<file path="src/core/sdadc_map.vh">
// Register map, field positions, reset values and timing counts of the delta-sigma conversion sequencer.
// Included by the sequencer core; byte addresses on a 32-bit APB bus.
`ifndef SDADC_MAP_VH
`define SDADC_MAP_VH

`define SDADC_OFF_CTRL      12'h000
`define SDADC_OFF_STATUS    12'h004
`define SDADC_OFF_RESULT    12'h008
`define SDADC_OFF_IRQ_STAT  12'h00C
`define SDADC_OFF_IRQ_CLR   12'h010
`define SDADC_OFF_IRQ_EN    12'h014

// Control register fields
`define SDADC_CTRL_START    0
`define SDADC_CTRL_MODE_LO  1
`define SDADC_CTRL_MODE_HI  2
`define SDADC_CTRL_RES8     3
`define SDADC_CTRL_ENABLE   4
`define SDADC_CTRL_RST      5'h00

// Operating modes
`define SDADC_MODE_SINGLE   2'h0
`define SDADC_MODE_MULTI    2'h1
`define SDADC_MODE_CONT     2'h2
`define SDADC_MODE_TURBO    2'h3

// Status register fields
`define SDADC_ST_DONE       0
`define SDADC_ST_BUSY       1
`define SDADC_ST_PRIMED     2

// Interrupt event bits
`define SDADC_IRQ_EOC       0
`define SDADC_IRQ_OVR       1
`define SDADC_IRQ_W         2

// Priming: output is a function of the bit counts of the last four conversion periods
`define SDADC_PRIME_CONV    3

// Sample rates at the 25 MHz clock
`define SDADC_CLK_HZ        25000000
`define SDADC_RATE12_SPS    192000
`define SDADC_RATE8_SPS     384000
`define SDADC_PER12_CYC     ((`SDADC_CLK_HZ + `SDADC_RATE12_SPS - 1) / `SDADC_RATE12_SPS)
`define SDADC_PER8_CYC      ((`SDADC_CLK_HZ + `SDADC_RATE8_SPS - 1) / `SDADC_RATE8_SPS)

`define SDADC_RES12_BITS    12
`define SDADC_RES8_BITS     8

`endif

</file>
<file path="src/core/sdadc_seq.v">
// Delta-sigma conversion sequencer: mode control, decimator priming, end-of-conversion and APB registers.
// Assumes one 25 MHz clock, synchronous inputs and a modulator bitstream sampled once per clock.
//
// Function
// Selectable single, multi, continuous, turbo modes; the code runs turbo exactly as multi
// Start by software bit or external input
// Completion sets flag, end output until read
// Single mode idles in standby until start
// Single trigger: three priming plus one conversion
// After single result read, return to standby
// Continuous: three priming, then one per period
// Other side keeps mux fixed in continuous
// Multi mode re-primes decimator between samples
// Multi mode restarts automatically after completion
// Output from last four samples; mux invalidates
// 12 bits at 192k or 8 at 384k
// End output rises at every conversion end
// Start input may be clock or logic
// Software may poll status instead of interrupt
// Start ignored while single sequence busy
// Result read clears flag and end output
//
// Decided for this implementation: the address map and the APB interface to the registers.
`include "sdadc_map.vh"

module sdadc_seq #(
  parameter PER12_CYC = `SDADC_PER12_CYC,
  parameter PER8_CYC  = `SDADC_PER8_CYC
) (
  // Clock and reset
  input  wire        i_clk,
  input  wire        i_nrst,
  // APB slave
  input  wire        i_psel,
  input  wire        i_penable,
  input  wire        i_pwrite,
  input  wire [11:0] i_paddr,
  input  wire [31:0] i_pwdata,
  output reg  [31:0] o_prdata,
  output reg         o_pready,
  output reg         o_pslverr,
  // Converter side
  input  wire        i_mod_bit,
  input  wire        i_start_conv,
  input  wire        i_mux_change,
  input  wire        i_dma_read,
  // Events
  output reg         o_end_conv,
  output reg         o_irq
);

  localparam ST_IDLE  = 2'd0;
  localparam ST_PRIME = 2'd1;
  localparam ST_CONV  = 2'd2;
  localparam ST_HOLD  = 2'd3;

  reg  [4:0]  ctrl;
  reg  [1:0]  state;
  reg  [8:0]  cyc;
  reg  [1:0]  prime_cnt;
  reg  [11:0] acc [0:3];
  reg  [11:0] cur;
  reg  [11:0] result;
  reg         done;
  reg  [1:0]  irq_stat;
  reg  [1:0]  irq_en;
  reg         start_q;

  wire        setup    = i_psel & ~i_penable;
  wire        wr       = setup & i_pwrite;
  wire        rd       = setup & ~i_pwrite;
  wire [1:0]  mode     = ctrl[`SDADC_CTRL_MODE_HI:`SDADC_CTRL_MODE_LO];
  wire        res8     = ctrl[`SDADC_CTRL_RES8];
  wire [8:0]  period   = res8 ? PER8_CYC[8:0] : PER12_CYC[8:0];
  wire        sw_start = wr & (i_paddr == `SDADC_OFF_CTRL) & i_pwdata[`SDADC_CTRL_START];
  // Enable as it stands after this edge, so a write of enable plus start starts at once
  wire        en_next  = (wr && i_paddr == `SDADC_OFF_CTRL) ? i_pwdata[`SDADC_CTRL_ENABLE] : ctrl[`SDADC_CTRL_ENABLE];
  wire        start    = en_next & (sw_start | (i_start_conv & ~start_q));
  wire        res_read = (rd & (i_paddr == `SDADC_OFF_RESULT)) | i_dma_read;
  wire        conv_end = (state == ST_PRIME || state == ST_CONV) && (cyc == period - 9'd1);
  wire        final_ev = conv_end && (state == ST_CONV || prime_cnt == `SDADC_PRIME_CONV);
  // Ones of the closing period, last bit included, so each period counts all its bits
  wire [11:0] conv_cnt = cur + {11'h000, i_mod_bit};
  wire [11:0] sum4     = acc[0] + acc[1] + acc[2] + conv_cnt;
  wire [11:0] sample   = res8 ? {4'h0, sum4[11:4]} : sum4;
  wire        addr_ok  = (i_paddr[11:5] == 7'h00) && (i_paddr[4:0] <= 5'h14) && (i_paddr[1:0] == 2'b00);
  wire [1:0]  next_irq = irq_stat | {final_ev & done, final_ev};
  wire        irq_clr  = wr & (i_paddr == `SDADC_OFF_IRQ_CLR);
  integer     k;

  // Sequencer
  always @(posedge i_clk) begin
    if (!i_nrst) begin
      state     <= ST_IDLE;
      cyc       <= 9'h000;
      prime_cnt <= 2'h0;
      cur       <= 12'h000;
      start_q   <= 1'b0;
      for (k = 0; k < 4; k = k + 1)
        acc[k] <= 12'h000;
    end else begin
      start_q <= i_start_conv;
      if (state == ST_PRIME || state == ST_CONV) begin
        cyc <= (cyc == period - 9'd1) ? 9'h000 : cyc + 9'd1;
        cur <= (cyc == period - 9'd1) ? 12'h000 : cur + {11'h000, i_mod_bit};
      end
      if (conv_end) begin
        acc[0] <= conv_cnt;
        for (k = 1; k < 4; k = k + 1)
          acc[k] <= acc[k-1];
      end
      if (i_mux_change) begin
        prime_cnt <= 2'h0;
        if (state == ST_CONV)
          state <= ST_PRIME;
      end
      case (state)
        ST_IDLE: begin
          // Starts are only taken here, so a start never restarts priming of a busy sequence
          if (start) begin
            state     <= ST_PRIME;
            cyc       <= 9'h000;
            cur       <= 12'h000;
            prime_cnt <= 2'h0;
          end
        end
        ST_PRIME: begin
          if (conv_end && !i_mux_change) begin
            if (prime_cnt == `SDADC_PRIME_CONV)
              state <= (mode == `SDADC_MODE_SINGLE) ? ST_HOLD : (mode == `SDADC_MODE_CONT) ? ST_CONV : ST_PRIME;
            prime_cnt <= (prime_cnt == `SDADC_PRIME_CONV) ? 2'h0 : prime_cnt + 2'd1;
          end
        end
        ST_CONV: begin
          if (!ctrl[`SDADC_CTRL_ENABLE] || mode != `SDADC_MODE_CONT)
            state <= ST_IDLE;
        end
        ST_HOLD: begin
          if (res_read || !done)
            state <= ST_IDLE;
        end
        default: state <= ST_IDLE;
      endcase
      // Disabling aborts a run, but an unread single result is kept
      if (!en_next && state != ST_HOLD)
        state <= ST_IDLE;
    end
  end

  // Result, done flag, end output
  always @(posedge i_clk) begin
    if (!i_nrst) begin
      result     <= 12'h000;
      done       <= 1'b0;
      o_end_conv <= 1'b0;
    end else begin
      if (final_ev) begin
        result     <= sample;
        done       <= 1'b1;
        o_end_conv <= 1'b1;
      end else if (res_read) begin
        done       <= 1'b0;
        o_end_conv <= 1'b0;
      end
    end
  end

  // APB registers, zero wait state: pready in the access cycle
  always @(posedge i_clk) begin
    if (!i_nrst) begin
      ctrl      <= `SDADC_CTRL_RST;
      irq_stat  <= 2'h0;
      irq_en    <= 2'h0;
      o_prdata  <= 32'h0000_0000;
      o_pready  <= 1'b0;
      o_pslverr <= 1'b0;
      o_irq     <= 1'b0;
    end else begin
      o_pready  <= setup;
      o_pslverr <= setup & ~addr_ok;
      if (wr && i_paddr == `SDADC_OFF_CTRL)
        ctrl <= {i_pwdata[4:1], 1'b0};
      if (wr && i_paddr == `SDADC_OFF_IRQ_EN)
        irq_en <= i_pwdata[1:0];
      // Set wins over a simultaneous clear
      irq_stat <= next_irq & ~(irq_clr ? i_pwdata[1:0] & ~{final_ev & done, final_ev} : 2'h0);
      o_irq    <= |(next_irq & irq_en);
      if (rd) begin
        case (i_paddr)
          `SDADC_OFF_CTRL:     o_prdata <= {27'h0, ctrl};
          `SDADC_OFF_STATUS:   o_prdata <= {29'h0, state == ST_CONV, state != ST_IDLE, done};
          `SDADC_OFF_RESULT:   o_prdata <= {20'h0, result};
          `SDADC_OFF_IRQ_STAT: o_prdata <= {30'h0, irq_stat};
          `SDADC_OFF_IRQ_EN:   o_prdata <= {30'h0, irq_en};
          default:             o_prdata <= 32'h0000_0000;
        endcase
      end
    end
  end

endmodule // sdadc_seq

</file>
<file path="config.mk">
export PLATFORM = sky130hd
export DESIGN_NAME = sdadc_seq
export DESIGN_NICKNAME = d
export VERILOG_FILES = /design/src/core/sdadc_seq.v
export VERILOG_INCLUDE_DIRS = /design/src /design/src/core
export SDC_FILE = /design/constraint.sdc
export NUM_CORES = 1
export LEC_CHECK = 0
export BUFFER_PORTS_ARGS = -buffer_cell sky130_fd_sc_hd__buf_2
export CAP_MARGIN = 20
export CORE_MARGIN = 3
export CORE_UTILIZATION = 53
export CTS_BUF_LIST = sky130_fd_sc_hd__clkbuf_16
export CTS_CLUSTER_DIAMETER = 150
export DETAILED_ROUTE_END_ITERATION = 8
export GPL_TIMING_DRIVEN = 0
export PLACE_DENSITY = 0.86
export SYNTH_ARGS = -nofsm -noshare
export SYNTH_HDL_FRONTEND = slang
export SYNTH_SLANG_ARGS = --single-unit
</file>
<file path="constraint.sdc">
create_clock -name i_clk -period 4.5 [get_ports i_clk]
set_input_delay 0.675 -clock i_clk [delete_from_list [all_inputs] [get_ports i_clk]]
set_output_delay 0.675 -clock i_clk [all_outputs]
set_load 0.01 [all_outputs]
</file>
==> results of run 1 <==
[worst min-delay path, delay by kind of cell (launching register included)]
kind	cells	cell delay (ns)
DFF	1	0.31
and+or+nand+nor	1	0.07
AOI/OAI and AO/OA	1	0.05
[routing by layer]
metal / wire length [um] / share of wire
met1: 5213 / 0.41
met5: 0 / 0
met4: 409 / 0.032
met2: 6398 / 0.50
met3: 736 / 0.058
[cells by family (layout without fill, tap and decap cells)]
logic type               after synthesis  count (layout)
AO/OA/AOI/OAI                        113             113
XOR/XNOR                              29              29
adder cells (fa/ha/maj)               42              42
buffers and inverters                108             166
flip-flops                            98              98
multiplexers                          15              15
other                                  1              20
AND/OR/NAND/NOR                      197             197
[repair_timing]
item	CTS	global route
endpoints found under the setup margin	0	4
setup buffers	0	2
gates resized for setup	0	2
[cell type report]
| type | instances | area (um^2) | area share |
|---|---|---|---|
| multi-input cells | 416 | 2999 | 0.4597 |
| flip-flops and latches | 98 | 2322 | 0.3560 |
| inverters | 67 | 251.5 | 0.03855 |
| clock buffers | 10 | 250.2 | 0.03836 |
| plain buffers | 41 | 237.7 | 0.03644 |
| repair buffers | 42 | 225.2 | 0.03452 |
| well taps | 136 | 170.2 | 0.02608 |
| clock inverters | 6 | 67.56 | 0.01036 |
[stage by stage]
stage | hold WS, ns | worst slack [ns] | instance area, um^2 | power, mW | util
floorplan | 0.4316 | 0.3587 | 5803 | 1.251 | -
global placement | 0.4438 | -0.04862 | 6168 | 1.331 | 0.5922
detailed placement | 0.4599 | -0.1730 | 6183 | 1.349 | 0.5936
CTS | 0.4717 | 0.07682 | 6501 | 2.138 | 0.6241
global route | 0.5001 | 0.03316 | 6524 | 2.223 | 0.6263
finish | 0.4714 | 0.1993 | 6524 | 2.140 | 0.6263
[power groups by stage]
stage | Clock, mW | Sequential [mW] | Combinational, mW
floorplan | 0 | 0.963 | 0.288
global placement | 0 | 0.964 | 0.367
detailed placement | 0 | 0.965 | 0.384
CTS | 0.804 | 0.946 | 0.388
global route | 0.836 | 0.948 | 0.439
finish | 0.800 | 0.945 | 0.394
[state kept, by name (all words and copies together) (netlist names)]
signal and cells:
acc 36, ctrl 4, cur 12, cyc 9, done 1, irq_en 2, irq_stat 2, o_irq 1
o_prdata 12, o_pready 1, o_pslverr 1, prime_cnt 2, result 12, start_q 1, state 2
[Yosys cell counts (9+ instances only)]
cell type	count
nor2_1	67
inv_1	65
dfxtp_1	62
edfxtp_1	36
and3_1	32
nand2_1	31
a21oi_1	25
fa_1	22
o21ai_0	22
buf_4	21
ha_1	20
a22oi_1	16
clkbuf_1	16
xnor2_1	14
xor2_1	14
mux2i_1	11
nand3_1	11
nor3_1	9
[placed cells by master, fill, tap and decap left out, drive strengths merged, types with 22 or more instances in the layout]
| master | count |
|---|---|
| and3 | 33 |
| dfxtp | 62 |
| nand2 | 31 |
| buf | 66 |
| inv | 68 |
| fa | 22 |
| o21ai | 25 |
| a21oi | 26 |
| nor2 | 69 |
| edfxtp | 36 |
| clkbuf | 27 |
[worst paths after layout]
kind | startpoint | end | slack [ns] | depth (start not counted)
setup / recovery | i_mod_bit | result[7] | 0.20 | 17
setup reg to reg | cur[0] | result[7] | 0.25 | 16
hold reg to reg | result[3] | result[3] | 0.47 | 2
hold / removal | result[3] | result[3] | 0.47 | 2
==> impl_metrics.yaml, run 1 <==
worst_setup_path:
  worstPathCellList: "buf_2 > ha_1 > nand4_1 > nor3_2 > and3_1 > xnor2_1 > inv_1 > fa_1 > inv_1 > fa_1 > inv_1 > ha_1 > a21o_1 > a41oi_1 > xnor2_1 > mux2_2 > a21oi_1"
  cp_max_fo: 5
  cp.required_ns: 4.78
  criticalPathCategory: "primary input to flip-flop"
  slowest_delay_ns: 0.55
  slowest_stage: "fa_1"
  startpoint_type: "primary input"
  cpMostUsedCell: "inv_1"
  arrival_ns: 4.58
  path_buf_inv: 4
  cp_top_family: "adder cells"
  crit_path_end_kind: "flip-flop"
placed_design:
  hpwl_um: 9553
  globalplace.congestion: 0.9143
  dp_cells: 798
  portBuffers: 39
timing:
  final-setup-viol-count: 0
  fmax_mhz: 232.5
  rsz0062_at_grt: "false"
  finalCritPeriodShare: 0.9557
  drv_slew: 0
  clock_skew_ns: 0.01114
  finalSetupTns_ns: 0
  max_slew.worst_pin.slew_ns: 0.8749
  maxSlewHeadroom: 0.4153
  min_period_ns: 4.301
  finalHoldViolCount: 0
floorplanning:
  coreArea_um2: 10420
  die_h_um: 110.0
  start_util: 0.5503
  dieWidth_um: 110.0
  pin_count: 89
  rows: 37
  die-area_um2: 12100
status:
  outcome: "complete, no violations"
pwr:
  p_seq_frac: 0.442
  pwr-share-comb: 0.184
  ir_worst_vdd_mv: 0.1744
  leakage_nw: 2.873
  netSwitchingFraction: 0.2901
  cellPowerDensity_nw_per_um2: 328.0
  clkPwrFrac: 0.374
  power.switching_uw: 620.9
  p_int_mw: 1.519
hold_path:
  hold_class: "flip-flop to flip-flop"
route:
  route.detailed.drc: 0
  ant_nets: 0
  num_vias: 4562
  wl_per_cell_um: 15.63
  drt-total-wl_um: 12760
  dr.first_iter.drc_count: 386
  viasPerCell: 5.591
  first_pass_iters: 5
yosys:
  synth_compound_area_frac: 0.1338
  synth_top_area_share: 0.2165
  yosys.area.top_type: "dfxtp_1"
  avgSynthCellArea_um2: 9.505
  synth_mux_area_frac: 0.02772
  synth_simple_gate_area_frac: 0.1801
  syn-instance-count: 603
  yosysWarnings: 0
  syn-cell-area_um2: 5732
  synth_edf_count: 36
  ys_ff_latch: 98
  synth_top_family_by_area: "simple AND/OR/NAND/NOR gates"
  synthXorXnorAreaFrac: 0.04671
  synthFlopType: "dfxtp_1"
  yosysUniqueCellTypes: 72
  synthAdderAreaFrac: 0.1205
  ys_seq_area_frac: 0.4052
  synth_area_leaders: "dfxtp_1, edfxtp_1, fa_1"
  async_flop_share: 0
flow_run:
  drv_cap: 0
grt:
  grtUsageMet3: 0.03553
  antenna_found_initial: 0
  grt_pass1_vias: 4449
  met2_usage: 0.3756
  met1_usage: 0.2659
  overflow: 0
  grt_pass1_wl_um: 20570
  top_usage_layer: "met2"
  grt_usage: 0.2171
  grt_max_degree: 22
cells_and_area:
  final.fill_count: 848
  areaGrowthSynthToFinish_pct: 13.82
  drive_gt1_frac: 0.1529
  num_antenna_cells: 0
  fin_cells: 816
  nets: 770
cts:
  cts.clk_slew.worst_paths_ns: 0.08
  cts_root_buf: "clkbuf_16"
  cts_buffer_depth: 2
  holdBufCountCts: 0
  insertion_delay_ns: 0.35
  numClockSinks: 98
  htreeDepth: 3
  cts_tree: "built"
  numCtsBuffers: 9
Power figures use the tool's default switching activity.
==> run 2, diff against run 1 <==
--- a/config.mk
+++ b/config.mk
@@ -9,11 +9,13 @@
 export BUFFER_PORTS_ARGS = -buffer_cell sky130_fd_sc_hd__buf_2
 export CAP_MARGIN = 20
+export CELL_PAD_IN_SITES_DETAIL_PLACEMENT = 1
+export CELL_PAD_IN_SITES_GLOBAL_PLACEMENT = 1
 export CORE_MARGIN = 3
-export CORE_UTILIZATION = 53
+export CORE_UTILIZATION = 44
 export CTS_BUF_LIST = sky130_fd_sc_hd__clkbuf_16
 export CTS_CLUSTER_DIAMETER = 150
 export DETAILED_ROUTE_END_ITERATION = 8
 export GPL_TIMING_DRIVEN = 0
-export PLACE_DENSITY = 0.86
+export PLACE_DENSITY = 0.91
 export SYNTH_ARGS = -nofsm -noshare
 export SYNTH_HDL_FRONTEND = slang
==> constraint.sdc (replaced) <==
create_clock -name i_clk -period 4.5 [get_ports i_clk]
set_input_delay 0.675 -clock i_clk [delete_from_list [all_inputs] [get_ports i_clk]]
set_output_delay 0.675 -clock i_clk [all_outputs]
set_load 0.005 [all_outputs]
==> run 2 against run 1 <==
Compared with the run above: sequential cell count is the same; first-iteration DRC count decreased by 38%; global-route usage grew 0.21 points.
==> impl_metrics.yaml, run 2 (same netlist as run 1, synthesis figures left out) <==
cts:
  holdBufCountCts: 0
  insertion_delay_ns: 0.35
  numClockSinks: 98
  cts_root_buf: "clkbuf_16"
  numCtsBuffers: 9
  htreeDepth: 3
  cts_buffer_depth: 2
  cts_tree: "built"
  cts.clk_slew.worst_paths_ns: 0.06
grt:
  grt_pass1_wl_um: 24940
  overflow: 0
  grt_max_degree: 25
  grt_usage: 0.2192
  antenna_found_initial: 0
  grt_pass1_vias: 5107
pwr:
  ir_worst_vdd_mv: 0.1640
  power_mw: 2.099
  leakage_nw: 2.886
  cellPowerDensity_nw_per_um2: 320.7
placed_design:
  hpwl_um: 12110
  post_dp_cell_area_um2: 6241
  portBuffers: 39
  dp_cells: 834
  globalplace.congestion: 0.8988
hold_path:
  holdPathEnd: "result[3]"
  hold_depth: 2
  hold_class: "flip-flop to flip-flop"
  hold_start: "result[3]"
floorplanning:
  start_util: 0.4524
  rows: 41
  dieWidth_um: 120.1
  pin_count: 89
  coreArea_um2: 12670
  die_h_um: 120.1
  die-area_um2: 14430
worst_setup_path:
  cpMostUsedCell: "inv_1"
  r2r-end: "result[7]"
  cp_max_fo: 5
  slowest_stage: "fa_1"
  crit_path_end_kind: "flip-flop"
  slowest_delay_ns: 0.54
  criticalPathCategory: "primary input to flip-flop"
  worstPathCellList: "buf_2 > ha_1 > nand4_1 > buf_4 > nor3_4 > and3_1 > xnor2_1 > inv_1 > fa_1 > inv_1 > fa_1 > inv_1 > ha_1 > a21o_1 > a41oi_1 > xnor2_1 > mux2_2 > a21oi_1"
  r2r_start: "cur[0]"
  rr_worst_depth: 17
  startpoint_type: "primary input"
  cp.required_ns: 4.77
  arrival_ns: 4.52
  r2r_slack_ns: 0.31
route:
  ant_nets: 0
  drt-total-wl_um: 15420
  wl_per_cell_um: 18.11
  first_pass_iters: 4
  route.detailed.drc: 0
  viasPerCell: 5.410
  dr.first_iter.drc_count: 240
  num_vias: 4604
timing:
  finalHoldViolCount: 0
  fmax_mhz: 235.5
  min_period_ns: 4.246
  clock_skew_ns: 0.006564
  finalCritPeriodShare: 0.9435
  drv_slew: 0
  final-setup-viol-count: 0
  rsz0062_at_grt: "false"
  maxSlewHeadroom: 0.3784
  max_slew.worst_pin.slew_ns: 0.9323
  finalSetupTns_ns: 0
cells_and_area:
  largest_register: "acc"
  layout_commonest_cell: "inv_1"
  drive_gt1_frac: 0.1473
  largest_reg_flops: 36
  num_antenna_cells: 0
  final_cell_mix: "inv_1, nor2_1, dfxtp_1"
  nets: 770
  final_cell_area_um2: 6544
  fin_cells: 851
  areaGrowthSynthToFinish_pct: 14.17
status:
  outcome: "complete, no violations"
flow_run:
  drv_cap: 0
## run 2: critical path: cells and delay by family
| kind | cells | cell delay [ns] |
|---|---|---|
| AO/OA/AOI/OAI | 3 | 0.60 |
| XOR/XNOR | 2 | 0.33 |
| adder cells (fa/ha/maj) | 4 | 1.56 |
| buffers and inverters | 5 | 0.52 |
| multiplexers | 1 | 0.28 |
| AND/OR/NAND/NOR | 3 | 0.54 |
## run 2: how the worst max path moves through the flow
stage / end / slack, ns / from / depth (start not counted)
after CTS: result[7] / 0.04 / i_mod_bit / 16
final: result[7] / 0.25 / i_mod_bit / 18
after global routing: result[6] / 0.05 / i_mod_bit / 17
after floorplan: result[7] / 0.36 / i_mod_bit / 16
after global placement: result[7] / -0.1 / i_mod_bit / 17
after detailed placement: result[7] / -0.31 / i_mod_bit / 16
## run 2: layer usage
layer | wire (um) | global-route usage | vias to the layer above
li1 | - | - | 2183
met2 | 8210 | 0.4043 | 104
met5 | 0 | 0 | -
met1 | 6180 | 0.2443 | 2281
met3 | 552 | 0.03393 | 36
met4 | 472 | 0.1067 | 0
## run 2: final cells by class
class                   instances  area, um^2
plain buffers                  41       237.7
fillers                      1485        6127
clock inverters                 5       23.77
flip-flops and latches         98        2322
clock buffers                  10       250.2
multi-input cells             416        3005
repair buffers                 42       237.7
inverters                      67       251.5
well taps                     172       215.2
## run 2: power by group
part | internal (mW) | switching [mW]
sequential | 0.935 | 0.0117
combinational | 0.162 | 0.256
clock | 0.400 | 0.335
## run 2: what timing repair did
item,4_1_cts,5_1_grt
setup endpoints to repair,0,7
buffers inserted,0,2
resized for setup,0,3
hold endpoints to repair,0,0
## run 2: through the flow
stage	hold WS (ns)	setup WS [ns]	utilization
2_1_floorplan	0.4316	0.3587	-
3_5_place_dp	0.4512	-0.3060	0.4925
5_1_grt	0.4886	0.05489	0.5164
6_report	0.4680	0.2545	0.5164
4_1_cts	0.4682	0.04477	0.5142
3_3_place_gp	0.4466	-0.09531	0.4904
==> run 3, diff against run 2 <==
Settings changed: CELL_PAD_IN_SITES_DETAIL_PLACEMENT 1 to 2, CELL_PAD_IN_SITES_GLOBAL_PLACEMENT 1 to 2, CORE_UTILIZATION 44 to 36, PLACE_DENSITY 0.91 to 0.92.
==> run 3 against run 2 <==
Compared with the run above: fmax shrank 0.79%; design area increased by 1.5%; clock power grew 7.1%; non-clock buffer count is 2 higher; sequential power about the same; register-to-register slack worse by 0.05 ns; total power increased by 4.0%; die area grew 21%; worst hold slack worse by 0.0099 ns; critical path type unchanged; largest power group unchanged.
==> impl_metrics.yaml, run 3 (same netlist as run 1, synthesis figures left out) <==
timing:
  clock_skew_ns: 0.01393
  finalCritPeriodShare: 0.9510
  fmax_mhz: 233.7
  finalHoldViolCount: 0
  max_slew.worst_pin.slew_ns: 0.9649
  final-setup-viol-count: 0
  drv_slew: 0
  finalSetupTns_ns: 0
  maxSlewHeadroom: 0.3552
  min_period_ns: 4.279
  worst_slack_ns: 0.2206
floorplanning:
  start_util: 0.3729
  rows: 45
  coreArea_um2: 15370
  die_h_um: 132.2
  die-area_um2: 17470
  pin_count: 89
  dieWidth_um: 132.2
placed_design:
  dp_cells: 873
  globalplace.congestion: 0.8144
  pre_cts_ws_ns: -0.5059
  portBuffers: 39
  hpwl_um: 14040
cells_and_area:
  final_cell_mix: "inv_1, nor2_1, dfxtp_1"
  num_antenna_cells: 0
  fin_cells: 893
  largest_register: "acc"
  nets: 772
  drive_gt1_frac: 0.1569
  areaGrowthSynthToFinish_pct: 15.85
  largest_reg_flops: 36
hold_path:
  holdPathEnd: "result[8]"
  hold_start: "result[8]"
  hold_depth: 2
  hold_class: "flip-flop to flip-flop"
worst_setup_path:
  worstPathCellList: "buf_2 > ha_1 > nand4_1 > nor3_4 > and3_1 > xnor2_1 > inv_1 > fa_1 > inv_1 > fa_1 > inv_1 > ha_2 > nand2b_1 > nor3_1 > a21oi_1 > o211ai_1 > a311oi_2 > o21ai_0"
  crit_path_end_kind: "flip-flop"
  cp_max_fo: 5
  cpMostUsedCell: "inv_1"
  slowest_stage: "fa_1"
  startpoint_type: "primary input"
  cp.required_ns: 4.73
  criticalPathCategory: "primary input to flip-flop"
  slowest_delay_ns: 0.59
  r2r_slack_ns: 0.26
  r2r_start: "cur[0]"
  arrival_ns: 4.51
  rr_worst_depth: 17
  r2r-end: "result[6]"
cts:
  cts.clk_slew.worst_paths_ns: 0.07
  cts_root_buf: "clkbuf_16"
  cts_tree: "built"
  holdBufCountCts: 0
  numClockSinks: 98
  numCtsBuffers: 9
  cts_buffer_depth: 2
  htreeDepth: 3
  insertion_delay_ns: 0.37
route:
  wl_per_cell_um: 21.00
  ant_nets: 0
  viasPerCell: 5.301
  route.detailed.drc: 0
  dr.first_iter.drc_count: 322
  num_vias: 4734
  drt-total-wl_um: 18750
  first_pass_iters: 5
grt:
  grt_pass1_vias: 5491
  antenna_found_initial: 0
  grt_max_degree: 21
  grt_pass1_wl_um: 30000
  grt_usage: 0.2176
  overflow: 0
pwr:
  ir_worst_vdd_mv: 0.2087
  leakage_nw: 2.902
  cellPowerDensity_nw_per_um2: 328.8
flow_run:
  drv_cap: 0
status:
  outcome: "complete, no violations"
## run 3: worst max-delay path: cells and delay by family
kind                       cells  cell delay, ns
and+or+nand+nor                5            0.88
buffers and inverters          4            0.38
adders and majority gates      4            1.58
xor gates and xnor gates       1            0.18
AOI/OAI and AO/OA              4            0.79
## run 3: per-layer routing
| metal | vias to the layer above | share of wire | track usage |
|---|---|---|---|
| met5 | - | 0 | 0 |
| met4 | 0 | 0.029 | 0.08487 |
| met3 | 38 | 0.027 | 0.03550 |
| met2 | 92 | 0.56 | 0.4128 |
| met1 | 2402 | 0.39 | 0.2418 |
| li1 | 2202 | - | - |
## run 3: where the power goes
group | leakage [nW] | switching (mW) | internal [mW]
clock | 0.149 | 0.376 | 0.410
sequential | 0.841 | 0.0116 | 0.934
combinational | 1.91 | 0.281 | 0.171
total | 2.90 | 0.668 | 1.52
## run 3: worst max path at each step
| stage | from | end | slack [ns] | cells past startpoint |
|---|---|---|---|---|
| floorplan | i_mod_bit | result[7] | 0.36 | 16 |
| global placement | i_mod_bit | result[6] | -0.13 | 18 |
| detailed placement | i_mod_bit | result[7] | -0.51 | 16 |
| CTS | i_mod_bit | result[6] | 0.08 | 18 |
| global route | i_mod_bit | result[6] | -0.04 | 18 |
| finish | i_mod_bit | result[6] | 0.22 | 18 |
## run 3: through the flow
step	power (mW)	hold WS (ns)	area (um^2)	utilization
after floorplan	1.247	0.4316	5803	-
after detailed placement	1.387	0.4505	6290	0.4092
after CTS	2.170	0.4601	6606	0.4298
final	2.183	0.4581	6640	0.4320
after global routing	2.274	0.4966	6640	0.4320
after global placement	1.343	0.4486	6262	0.4074
## run 3: repair_timing
item | 4_1_cts | 5_1_grt
resized for setup | 2 | 6
pin swaps | 0 | 2
gates cloned | 0 | 0
setup buffers | 2 | 2
setup endpoints to repair | 4 | 4
## run 3: final cells by class
| cell class | count | area [um^2] |
|---|---|---|
| multi-input combinational | 416 | 3022 |
| clock inverter | 6 | 40.04 |
| inverter | 67 | 251.5 |
| buffer | 41 | 237.7 |
| clock buffer | 10 | 250.2 |
| timing repair buffer | 44 | 252.7 |
| sequential | 98 | 2322 |
| fill | 1717 | 8731 |
| tap | 211 | 264.0 |
